### src/fec_pkg.sv
// Shared types and constants of the flow and exception control block.
package fec_pkg;
	localparam logic [7:0] REG_STATUS = 8'h00;
	localparam logic [7:0] REG_SAVED = 8'h04;
	localparam logic [7:0] REG_VBASE = 8'h08;
	localparam logic [7:0] REG_WLIM = 8'h0c;
	localparam logic [7:0] REG_PC = 8'h10;
	localparam logic [7:0] REG_LAST_EXC = 8'h14;
	localparam int ST_PRIORITY_THRESHOLD_LSB = 0;
	localparam int ST_IE_BIT = 6;
	localparam int ST_CWP_LSB = 7;
	localparam int WL_LO_LSB = 0;
	localparam int WL_HI_LSB = 8;
	localparam logic [4:0] LOWEST_WINDOW_LIMIT_RST = 5'h01;
	localparam logic [4:0] HI_LIMIT_RST = 5'h0e;
	localparam logic [5:0] PRIORITY_THRESHOLD_RST = 6'h3f;
	localparam logic [31:0] VBASE_RST = 32'h0000_0000;
	localparam logic [31:0] PC_RST = 32'h0000_0000;
	localparam logic [5:0] EXC_UNDERFLOW = 6'h01;
	localparam logic [5:0] EXC_OVERFLOW = 6'h02;
	localparam logic [4:0] PTR_BASE_IDX = 5'h10;
	localparam logic [4:0] SP_IDX = 5'h0e;
	localparam logic [31:0] INSN_BYTES = 32'h0000_0002;
	localparam logic [31:0] VEC_ENTRY_BYTES = 32'h0000_0004;

	typedef enum logic [4:0] {
		OP_NONE, OP_PTR_LOAD, OP_PTR_WRITE, OP_STK_LOAD, OP_STK_WRITE,
		OP_BYTE_WR_S, OP_HALF_WR_S, OP_BYTE_WR_D, OP_HALF_WR_D,
		OP_STK_BYTE_WR, OP_STK_HALF_WR, OP_PC_JUMP, OP_PC_SUB_JUMP,
		OP_REG_JUMP, OP_REG_CALL, OP_TRAP, OP_EXC_RETURN, OP_SKIP,
		OP_PREFIX, OP_SAVE, OP_RESTORE
	} fec_op_t;

	typedef struct packed {
		fec_op_t op;
		logic [10:0] imm;
		logic [4:0] reg_idx;
		logic [31:0] reg_val;
		logic [31:0] src_val;
		logic cond;
	} fec_issue_t;

	typedef struct packed {
		logic [4:0] window_pointer;
		logic ie;
		logic [5:0] priority_threshold;
	} fec_status_t;

	typedef struct packed {
		logic [31:0] addr;
		logic [31:0] wdata;
		logic [3:0] be;
		logic wr;
		logic rd;
	} fec_mem_t;

	typedef enum logic [1:0] {
		ST_IDLE = 2'b01,
		ST_VEC = 2'b10
	} fec_state_t;
endpackage

### src/fec_flow_ctrl.sv
// Program flow, indexed addressing and exception entry of the core.
`timescale 1ns/1ps
`default_nettype none
module fec_flow_ctrl (
	input wire logic clk,
	input wire logic rst_n,
	input wire logic issue_valid,
	input wire fec_pkg::fec_issue_t issue,
	output logic issue_ready,
	output logic [31:0] pc_q,
	output fec_pkg::fec_mem_t mem_q,
	output logic cancel_q,
	output logic fault_q,
	output logic link_we_q,
	output logic [31:0] link_data_q,
	output logic vec_rd_q,
	output logic [31:0] vec_addr_q,
	input wire logic [31:0] vec_rdata,
	input wire logic vec_rvalid,
	input wire logic irq,
	input wire logic [5:0] irq_number,
	output logic [4:0] window_q,
	input wire logic [7:0] reg_addr,
	input wire logic [31:0] reg_wdata,
	input wire logic reg_wr,
	input wire logic reg_rd,
	output logic [31:0] reg_rdata
);
	function automatic logic [31:0] word_addr(input logic [31:0] base,
		input logic [31:0] idx);
		word_addr = {base[31:2], 2'b00} + {idx[29:0], 2'b00};
	endfunction

	function automatic logic [3:0] lane_en(input logic [1:0] lane,
		input logic half);
		if (half) begin
			lane_en = lane[1] ? 4'hc : 4'h3;
		end else begin
			lane_en = 4'h1 << lane;
		end
	endfunction

	fec_pkg::fec_state_t st_q;
	fec_pkg::fec_status_t status_q, saved_q;
	logic [31:0] vbase_q;
	logic [4:0] lo_q, hi_q;
	logic [5:0] last_exc_q;
	logic irq_m_q, irq_s_q;
	logic [5:0] num_m_q, num_s_q;
	logic slot_q, skip_q, cancel2_q, pfx_q;
	logic [31:0] tgt_q;
	logic [10:0] k_q;

	logic accept, cancel_now, exec, safe, take_irq, exc_go, underflow;
	logic [5:0] exc_num;
	logic [31:0] resume, idx, ea, jtgt;
	logic legal, is_jump, is_call;
	fec_pkg::fec_mem_t mem_d;

	// Both request inputs come from another block's logic on a pin path,
	// so they are synchronised before any decision reads them.
	always_ff @(posedge clk) begin
		if (!rst_n) begin
			irq_m_q <= 1'b0;
			irq_s_q <= 1'b0;
			num_m_q <= 6'h00;
			num_s_q <= 6'h00;
		end else begin
			irq_m_q <= irq;
			irq_s_q <= irq_m_q;
			num_m_q <= irq_number;
			num_s_q <= num_m_q;
		end
	end

	// Interrupts only land on a clean boundary, never between a jump and
	// its slot or inside a skipped pair, so the resume point is exact.
	assign safe = !slot_q && !skip_q && !cancel2_q && !pfx_q;
	assign take_irq = (st_q == fec_pkg::ST_IDLE) && safe && irq_s_q &&
		status_q.ie && (num_s_q < status_q.priority_threshold);
	assign issue_ready = (st_q == fec_pkg::ST_IDLE) && !take_irq;
	assign accept = issue_valid && issue_ready;
	assign cancel_now = skip_q || cancel2_q;
	assign exec = accept && !cancel_now;

	always_comb begin
		mem_d = '0;
		idx = 32'h0;
		ea = 32'h0;
		legal = 1'b1;
		jtgt = 32'h0;
		is_jump = 1'b0;
		is_call = 1'b0;
		exc_go = 1'b0;
		underflow = 1'b0;
		exc_num = num_s_q;
		resume = pc_q;
		if (pfx_q) begin
			idx = {{16{k_q[10]}}, k_q, issue.imm[4:0]};
		end
		mem_d.wdata = issue.src_val;
		if (exec) begin
			unique case (issue.op)
			fec_pkg::OP_PTR_LOAD, fec_pkg::OP_PTR_WRITE: begin
				legal = issue.reg_idx[4:2] ==
					fec_pkg::PTR_BASE_IDX[4:2];
				if (!pfx_q) begin
					idx = {{27{issue.imm[4]}}, issue.imm[4:0]};
				end
				mem_d.addr = word_addr(issue.reg_val, idx);
				mem_d.be = 4'hf;
				mem_d.wdata = issue.src_val;
				mem_d.rd = legal && (issue.op == fec_pkg::OP_PTR_LOAD);
				mem_d.wr = legal && (issue.op == fec_pkg::OP_PTR_WRITE);
			end
			fec_pkg::OP_STK_LOAD, fec_pkg::OP_STK_WRITE: begin
				legal = issue.reg_idx == fec_pkg::SP_IDX;
				if (pfx_q) begin
					idx = {16'h0000, k_q, issue.imm[4:0]};
				end else begin
					idx = {24'h000000, issue.imm[7:0]};
				end
				mem_d.addr = word_addr(issue.reg_val, idx);
				mem_d.be = 4'hf;
				mem_d.rd = legal && (issue.op == fec_pkg::OP_STK_LOAD);
				mem_d.wr = legal && (issue.op == fec_pkg::OP_STK_WRITE);
			end
			fec_pkg::OP_BYTE_WR_S, fec_pkg::OP_HALF_WR_S: begin
				mem_d.addr = word_addr(issue.reg_val, idx);
				mem_d.be = lane_en(issue.imm[1:0],
					issue.op == fec_pkg::OP_HALF_WR_S);
				mem_d.wr = 1'b1;
			end
			fec_pkg::OP_BYTE_WR_D, fec_pkg::OP_HALF_WR_D: begin
				mem_d.addr = word_addr(issue.reg_val, idx);
				mem_d.be = lane_en(issue.reg_val[1:0],
					issue.op == fec_pkg::OP_HALF_WR_D);
				mem_d.wr = 1'b1;
			end
			fec_pkg::OP_STK_BYTE_WR, fec_pkg::OP_STK_HALF_WR: begin
				legal = issue.reg_idx == fec_pkg::SP_IDX;
				if (issue.op == fec_pkg::OP_STK_BYTE_WR) begin
					ea = issue.reg_val + {22'h0, issue.imm[9:0]};
				end else begin
					ea = issue.reg_val + {22'h0, issue.imm[8:0], 1'b0};
				end
				mem_d.addr = {ea[31:2], 2'b00};
				mem_d.be = lane_en(ea[1:0],
					issue.op == fec_pkg::OP_STK_HALF_WR);
				mem_d.wr = legal;
			end
			fec_pkg::OP_PC_JUMP, fec_pkg::OP_PC_SUB_JUMP: begin
				// The offset is counted from the jump itself plus one
				// instruction, which gives the asymmetric reach.
				jtgt = pc_q + {{20{issue.imm[10]}}, issue.imm, 1'b0} +
					fec_pkg::INSN_BYTES;
				is_jump = 1'b1;
				is_call = issue.op == fec_pkg::OP_PC_SUB_JUMP;
			end
			fec_pkg::OP_REG_JUMP, fec_pkg::OP_REG_CALL: begin
				jtgt = {issue.reg_val[30:0], 1'b0};
				is_jump = 1'b1;
				is_call = issue.op == fec_pkg::OP_REG_CALL;
			end
			fec_pkg::OP_TRAP: begin
				exc_go = 1'b1;
				exc_num = issue.imm[5:0];
				resume = pc_q + fec_pkg::INSN_BYTES;
			end
			fec_pkg::OP_SAVE: begin
				if (status_q.window_pointer == lo_q && status_q.ie &&
					status_q.priority_threshold > fec_pkg::EXC_UNDERFLOW) begin
					exc_go = 1'b1;
					underflow = 1'b1;
					exc_num = fec_pkg::EXC_UNDERFLOW;
					resume = pc_q + fec_pkg::INSN_BYTES;
				end
			end
			fec_pkg::OP_RESTORE: begin
				if (status_q.window_pointer == hi_q) begin
					exc_go = 1'b1;
					exc_num = fec_pkg::EXC_OVERFLOW;
					resume = pc_q + fec_pkg::INSN_BYTES;
				end
			end
			default: begin
			end
			endcase
		end
	end

	// Program counter, delay slot, skip and prefix tracking.
	always_ff @(posedge clk) begin
		if (!rst_n) begin
			pc_q <= fec_pkg::PC_RST;
			slot_q <= 1'b0;
			tgt_q <= 32'h0;
			skip_q <= 1'b0;
			cancel2_q <= 1'b0;
			pfx_q <= 1'b0;
			k_q <= 11'h000;
			link_we_q <= 1'b0;
			link_data_q <= 32'h0;
			cancel_q <= 1'b0;
			fault_q <= 1'b0;
		end else begin
			link_we_q <= 1'b0;
			cancel_q <= accept && cancel_now;
			fault_q <= exec && !legal;
			if (take_irq || exc_go) begin
				link_we_q <= 1'b1;
				link_data_q <= {1'b0, resume[31:1]};
				slot_q <= 1'b0;
				skip_q <= 1'b0;
				cancel2_q <= 1'b0;
				pfx_q <= 1'b0;
			end else if (st_q == fec_pkg::ST_VEC && vec_rvalid) begin
				pc_q <= {vec_rdata[30:0], 1'b0};
			end else if (accept) begin
				skip_q <= exec && issue.op == fec_pkg::OP_SKIP &&
					issue.cond;
				cancel2_q <= skip_q &&
					issue.op == fec_pkg::OP_PREFIX;
				pfx_q <= exec && issue.op == fec_pkg::OP_PREFIX;
				if (exec && issue.op == fec_pkg::OP_PREFIX) begin
					k_q <= issue.imm;
				end
				if (exec && issue.op == fec_pkg::OP_EXC_RETURN) begin
					pc_q <= {issue.reg_val[30:0], 1'b0};
					slot_q <= 1'b0;
				end else if (slot_q) begin
					pc_q <= tgt_q;
					slot_q <= 1'b0;
				end else begin
					pc_q <= pc_q + fec_pkg::INSN_BYTES;
					slot_q <= is_jump;
					tgt_q <= jtgt;
				end
				if (is_call) begin
					link_we_q <= 1'b1;
					link_data_q <= pc_q[31:1] + 32'h0000_0002;
				end
			end
		end
	end

	// Status, saved status and window pointer.
	always_ff @(posedge clk) begin
		if (!rst_n) begin
			status_q <= '{window_pointer: fec_pkg::HI_LIMIT_RST, ie: 1'b0,
				priority_threshold: fec_pkg::PRIORITY_THRESHOLD_RST};
			saved_q <= '0;
			last_exc_q <= 6'h00;
		end else if (take_irq || exc_go) begin
			saved_q <= status_q;
			if (!underflow) begin
				status_q.window_pointer <= status_q.window_pointer - 5'h01;
			end else begin
				status_q.window_pointer <= status_q.window_pointer - 5'h01;
			end
			if (exc_go && issue.op == fec_pkg::OP_RESTORE) begin
				status_q.window_pointer <= status_q.window_pointer;
			end
			status_q.ie <= 1'b0;
			status_q.priority_threshold <= exc_num;
			last_exc_q <= exc_num;
		end else if (exec && issue.op == fec_pkg::OP_EXC_RETURN) begin
			status_q <= saved_q;
		end else if (exec && issue.op == fec_pkg::OP_SAVE) begin
			status_q.window_pointer <= status_q.window_pointer - 5'h01;
		end else if (exec && issue.op == fec_pkg::OP_RESTORE) begin
			status_q.window_pointer <= status_q.window_pointer + 5'h01;
		end else if (reg_wr && reg_addr == fec_pkg::REG_STATUS) begin
			status_q.priority_threshold <= reg_wdata[fec_pkg::ST_PRIORITY_THRESHOLD_LSB +: 6];
			status_q.ie <= reg_wdata[fec_pkg::ST_IE_BIT];
			status_q.window_pointer <= reg_wdata[fec_pkg::ST_CWP_LSB +: 5];
		end else if (reg_wr && reg_addr == fec_pkg::REG_SAVED) begin
			saved_q <= reg_wdata[11:0];
		end
	end

	// Vector fetch sequencer; the core is held off while it runs.
	always_ff @(posedge clk) begin
		if (!rst_n) begin
			st_q <= fec_pkg::ST_IDLE;
			vec_rd_q <= 1'b0;
			vec_addr_q <= 32'h0;
		end else begin
			vec_rd_q <= 1'b0;
			unique case (st_q)
			fec_pkg::ST_IDLE: begin
				if (take_irq || exc_go) begin
					vec_rd_q <= 1'b1;
					vec_addr_q <= vbase_q + {24'h0, exc_num, 2'b00};
					st_q <= fec_pkg::ST_VEC;
				end
			end
			fec_pkg::ST_VEC: begin
				if (vec_rvalid) begin
					st_q <= fec_pkg::ST_IDLE;
				end
			end
			endcase
		end
	end

	// Memory request goes out registered, one cycle after the issue.
	always_ff @(posedge clk) begin
		if (!rst_n) begin
			mem_q <= '0;
		end else begin
			mem_q <= mem_d;
		end
	end

	// Software-visible configuration and read port.
	always_ff @(posedge clk) begin
		if (!rst_n) begin
			vbase_q <= fec_pkg::VBASE_RST;
			lo_q <= fec_pkg::LOWEST_WINDOW_LIMIT_RST;
			hi_q <= fec_pkg::HI_LIMIT_RST;
			reg_rdata <= 32'h0;
		end else begin
			if (reg_wr && reg_addr == fec_pkg::REG_VBASE) begin
				vbase_q <= {reg_wdata[31:2], 2'b00};
			end
			if (reg_wr && reg_addr == fec_pkg::REG_WLIM) begin
				lo_q <= reg_wdata[fec_pkg::WL_LO_LSB +: 5];
				hi_q <= reg_wdata[fec_pkg::WL_HI_LSB +: 5];
			end
			reg_rdata <= 32'h0;
			if (reg_rd) begin
				unique case (reg_addr)
				fec_pkg::REG_STATUS: reg_rdata <= {20'h0, status_q};
				fec_pkg::REG_SAVED: reg_rdata <= {20'h0, saved_q};
				fec_pkg::REG_VBASE: reg_rdata <= vbase_q;
				fec_pkg::REG_WLIM: reg_rdata <= {19'h0, hi_q, 3'h0, lo_q};
				fec_pkg::REG_PC: reg_rdata <= pc_q;
				fec_pkg::REG_LAST_EXC: reg_rdata <= {26'h0, last_exc_q};
				default: reg_rdata <= 32'h0;
				endcase
			end
		end
	end

	assign window_q = status_q.window_pointer;
endmodule
`default_nettype wire

### config.mk
export PLATFORM = sky130hd
export DESIGN_NAME = fec_flow_ctrl
export DESIGN_NICKNAME = d
export VERILOG_FILES = /design/src/fec_pkg.sv /design/src/fec_flow_ctrl.sv
export SDC_FILE = /design/constraint.sdc
export NUM_CORES = 1
export LEC_CHECK = 0
export BUFFER_PORTS_ARGS = -buffer_cell sky130_fd_sc_hd__clkbuf_2
export CORE_UTILIZATION = 56
export DETAILED_ROUTE_END_ITERATION = 7
export MAX_ROUTING_LAYER = met4
export PLACE_DENSITY = 0.8
export SKIP_CTS_REPAIR_TIMING = 1
export SYNTH_ARGS = -nofsm -noshare
export SYNTH_HDL_FRONTEND = slang
export SYNTH_SLANG_ARGS = --single-unit
### constraint.sdc
create_clock -name clk -period 6.05 [get_ports clk]
set_input_delay 0.605 -clock clk [delete_from_list [all_inputs] [get_ports clk]]
set_output_delay 0.605 -clock clk [all_outputs]
set_load 0.005 [all_outputs]
==> qor.csv, run 1 <==
metric;value;unit
outcome;finished clean;
dpl-instance-area;0.0225;mm²
drtIter0Drc;2094;
wirelength;70.9;mm
layout_setup_ws;0.671;ns
synth-edff-count;0;
setup_tns;0;ns
ir_drop;0.000211;V
finalCritPeriodShare;88.9;%
slew_headroom;16.0;%
finalMaxSlewViolations;0;
min_period;5.38;ns
crit_type;flop to flop;
synth_top_area_cell;dfxtp_1;
fp.dieW;194;µm
first_global_vias;20300;
rsz0062_at_grt;false;
die_h;194;µm
cp_max_fo;8;
grt_use_total;37.8;%
ant_nets;0;
synthAdderAreaFrac;8.14;%
netlist_area;0.0206;mm²
cp.arrival;5.80;ns
start_util;57.4;%
post-synth-top-count-cell;dfxtp_1;
cts_tree;yes;
synthMuxAreaShare;2.23;%
grt_pass1_wl;110;mm
syn_to_final_growth;15.9;%
ys.flop_type;dfxtp_1;
fin_area;0.0239;mm²
avgViaCountPerCell;6.33;
synthTopCellsByArea;dfxtp_1, ha_1, nand2_1;
syn-instance-count;2609;
numCtsBuffers;38;
synthSimpleGateAreaFrac;21.8;%
htreeDepth;2;
antennaDiodeCount;0;
maxCapViolCount;0;
gp_congestion;0.971;
cts.clk_slew.worst_paths;0.07;ns
clock_sinks;331;
synthDominantCellAreaShare;32.2;%
ys_warn_count;0;
io_buffers;373;
max_freq;0.186;GHz
fp-row-count;69;
holdWs;0.246;ns
pin_count;379;
tightest_slew;1.26;ns
final_hold_viol_count;0;
fillers;3090;
ys_async_sr_fraction;0;%
skew;0.0144;ns
synth_compound_area_share;23.2;%
powerDensity;258;mW/mm²
setup_viol;0;
syn_area_per_cell;7.90;µm²
wl_per_cell;21.0;µm
synth_xor_area_share;7.48;%
netlist-cell-type-count;91;
ys_top_cells_by_count;dfxtp_1, nand2_1, nor2_1;
grt_max_degree;59;
synth_top_family_by_area;compound AO/OA/AOI/OAI gates;
clk_path_buf_depth;3;
p_leak;10.0;nW
synth_seq_cells;331;
die-area;0.0376;mm²
synth-seq-area-share;32.2;%
dpl.hpwl;51.6;mm
cts_root_buf;clkbuf_16;
route.detailed.drc;0;
hold_class;primary input to flop;
clk_latency;0.57;ns
first_pass_iters;6;
grt_overflow;0;
core;0.0359;mm²
fin_nets;3180;
via_count;21300;
worstSetupStartpointType;flop;
place_ws;0.752;ns
antenna_found_initial;0;
worstPathRequired;6.48;ns
drive_gt1_share;18.1;%
cp-end-kind;flop;
-- cell usage in the layout (no fill, tap or decap), types with 37 or more instances in the layout --
| cell type | count |
|---|---|
| a211oi_1 | 59 |
| a21o_1 | 42 |
| a21oi_1 | 224 |
| a22oi_1 | 67 |
| and2_1 | 56 |
| buf_4 | 40 |
| clkbuf_16 | 39 |
| clkbuf_2 | 372 |
| dfxtp_1 | 330 |
| ha_1 | 126 |
| inv_1 | 44 |
| mux2i_1 | 37 |
| nand2_1 | 328 |
| nand3_1 | 94 |
| nand4_1 | 38 |
| nor2_1 | 235 |
| nor3_1 | 46 |
| o211ai_1 | 55 |
| o21ai_0 | 128 |
| xnor2_1 | 91 |
| xor2_1 | 85 |
-- layout make-up --
class	count	area, µm²	share of cell area [%]
Clock buffer	56	1170	4.90
Tap cell	461	577	2.42
Inverter	45	171	0.718
Clock inverter	13	166	0.697
Multi-Input combinational cell	2050	13000	54.5
Sequential cell	331	6630	27.8
Timing Repair Buffer	412	2160	9.05
-- power by group --
group | switching [mW] | leakage, nW | internal [mW]
clock | 0.983 | 0.656 | 1.48
sequential | 0.136 | 2.69 | 2.27
combinational | 0.780 | 6.66 | 0.523
-- cells by family after synthesis --
group | Yosys count
and+or+nand+nor | 951
xor gates and xnor gates | 176
muxes | 45
buffers and inverters | 231
DFF | 331
other | 1
adders and majority gates | 131
AOI/OAI and AO/OA | 743
-- metrics by stage --
step,instances,power (mW),util (%)
finish,3368,6.16,66.5
global route,3368,6.40,66.5
CTS,3368,6.15,66.5
detailed placement,3299,3.71,62.8
global placement,3299,3.68,62.8
floorplan,2612,3.27,-
-- worst paths after layout --
path / start / endpoint / slack, ns / cells after the start
min reg2reg: irq_m_q / irq_s_q / 0.44 / 1
max reg2reg: window_q[4] / vec_addr_q[31] / 0.67 / 15
min: irq_number[3] / num_m_q[3] / 0.25 / 2
max: window_q[4] / vec_addr_q[31] / 0.67 / 15
-- state kept, by name, indices dropped and copies added (netlist names), 6 cells and up --
signal       cells
vec_addr_q      30
last_exc_q       6
num_s_q          6
k_q             11
status_q         7
reg_rdata       32
vbase_q         30
link_data_q     32
mem_q           68
num_m_q          6
saved_q         12
pc_q            32
tgt_q           32
-- worst max-delay path, stage by stage (launching register included) --
cell and delay, ns:
dfxtp_1 0.58, xor2_1 0.12, nor3_1 0.47, a31o_1 0.34, nand3_1 0.28, or2_1 0.49, a22o_1 0.36, ha_1 0.34
a21o_1 0.21, a2111oi_0 0.93, nor2_1 0.30, nand2_1 0.27, nor2_1 0.11, and3_1 0.20, xnor2_1 0.14, a21oi_1 0.08
-- per-layer routing --
layer	part of all wire, %	global-route usage [%]
met3	9.6	6.56
met2	44	58.5
met5	0	-
met4	5.9	21.4
met1	40	46.6
(Power assumes the default switching activity.)
==> inputs of run 2 (changes only) <==
- GPL_TIMING_DRIVEN: not set -> 0
==> qor.csv, run 2 (synthesis results as in run 1) <==
metric;value;unit
antennaDiodeCount;0;
setup_viol;0;
finalMaxSlewViolations;0;
numCtsBuffers;38;
worstSetupStartpointType;flop;
hold-path-cell-count;2;
final_hold_viol_count;0;
fp.dieW;194;µm
reg2reg_slack;0.46;ns
outcome;finished clean;
pin_count;379;
drive_gt1_share;18.0;%
wl_per_cell;23.4;µm
rr_startpoint;status_q[2];
setup_tns;0;ns
fillers;3062;
p_leak;10.2;nW
drtIter0Drc;2574;
fp-row-count;69;
swShare;32.3;%
die_h;194;µm
r2r_end;vec_addr_q[31];
first_pass_iters;7;
cts.clk_slew.worst_paths;0.06;ns
min_delay_worst_endpoint;mem_q[6];
clk_path_buf_depth;3;
grt_use_total;43.6;%
crit_slowest_cell;a2111oi_0;
comb_power_share;23.1;%
via_count;22800;
htreeDepth;2;
regMostFlops;mem_q;
fin_nets;3327;
antenna_found_initial;0;
holdWs;0.233;ns
cp-end-kind;flop;
cp.arrival;6.03;ns
tightest_slew;1.16;ns
grt_pass1_wl;124;mm
hold_class;primary input to flop;
wirelength;82.1;mm
max_freq;0.179;GHz
p_int;4.24;mW
clk_latency;0.58;ns
route.detailed.drc;0;
worstPathRequired;6.49;ns
rsz0062_at_grt;false;
crit_type;flop to flop;
clkPwrFrac;39.3;%
start_util;57.4;%
worst-r2r-cell-count;18;
finalCritPeriodShare;92.4;%
grt_overflow;0;
regArea;0.00663;mm²
die-area;0.0376;mm²
powerDensity;257;mW/mm²
cts_tree;yes;
first_global_vias;21500;
io_buffers;371;
ir_drop;0.000217;V
crit_path_max_incr_delay;0.89;ns
hp-start;issue[1];
gp_congestion;1.01;
core;0.0359;mm²
cp_cell_sequence;inv_1, ha_1, a21o_1, a31oi_1, o211ai_1, nand2_1, buf_2, nor3_1, a22o_1, ha_1, a21o_1, a2111oi_0, nor2_1, nand2_1, nor2_1, and3_1, xnor2_1, a21oi_1;
slew_headroom;22.0;%
layout_commonest_cell;clkbuf_2;
syn_to_final_growth;18.3;%
cp_top_family;compound AO/OA/AOI/OAI gates;
multi_input_area;0.0130;mm²
clock_sinks;331;
grt_max_degree;23;
dpl.hpwl;63.3;mm
final_cell_mix;clkbuf_2, dfxtp_1, nand2_1;
avgViaCountPerCell;6.49;
largest_reg_flops;68;
min_period;5.59;ns
critPathBufInv;2;
ant_nets;0;
cp_max_fo;10;
path_depth;18;
seq_power_share;37.6;%
skew;0.0199;ns
maxCapViolCount;0;
cts_root_buf;clkbuf_16;
p_sw;2.02;mW
==> run 2: cell types whose count changed in the layout (fill, tap and decap cells not counted), sizes merged <==
cell,before,now
buf,40,75
clkinvlp,3,4
bufinv,3,4
clkinv,5,10
clkbuf,428,531
==> run 2: cell type report <==
cell class                      instances  area share (%)
Buffer                                186            3.45
Clock buffer                           47            4.33
Clock inverter                         20            1.07
Inverter                               45           0.693
Multi-Input combinational cell       2050            53.2
Sequential cell                       331            27.2
Tap cell                              461            2.37
Timing Repair Buffer                  373            7.68
==> run 2: metal layers <==
| layer | track usage (%) | vias to the layer above | share of wire (%) |
|---|---|---|---|
| met5 | - | - | 0 |
| met4 | 19.1 | 0 | 4.8 |
| met3 | 9.34 | 303 | 12 |
| met2 | 66.4 | 1625 | 44 |
| met1 | 55.6 | 10700 | 39 |
| li1 | - | 10200 | - |
==> run 2: through the flow <==
stage,power (mW),cell area [µm²],utilization (%),std cells,setup slack (ns)
floorplan,3.27,20600,-,2612,1.57
global placement,3.74,23000,64.2,3444,0.383
detailed placement,3.78,23100,64.2,3446,0.703
CTS,6.20,24400,67.9,3513,0.740
global route,6.44,24400,67.9,3513,0.332
finish,6.26,24400,67.9,3513,0.457
==> run 2: worst max-delay path by stage <==
stage,end,startpoint,slack (ns)
2_1_floorplan,mem_q[67],issue[83],1.57
3_3_place_gp,mem_q[67],issue[81],0.38
3_5_place_dp,mem_q[67],issue[81],0.70
4_1_cts,vec_addr_q[31],status_q[4],0.74
5_1_grt,vec_addr_q[31],status_q[4],0.33
6_report,vec_addr_q[31],status_q[2],0.46
==> run 2: power groups by stage <==
stage | Clock [mW] | Sequential (mW) | Combinational (mW)
2_1_floorplan | 0 | 2.36 | 0.901
3_3_place_gp | 0 | 2.39 | 1.35
3_5_place_dp | 0 | 2.39 | 1.39
4_1_cts | 2.46 | 2.35 | 1.40
5_1_grt | 2.54 | 2.35 | 1.55
6_report | 2.46 | 2.35 | 1.45
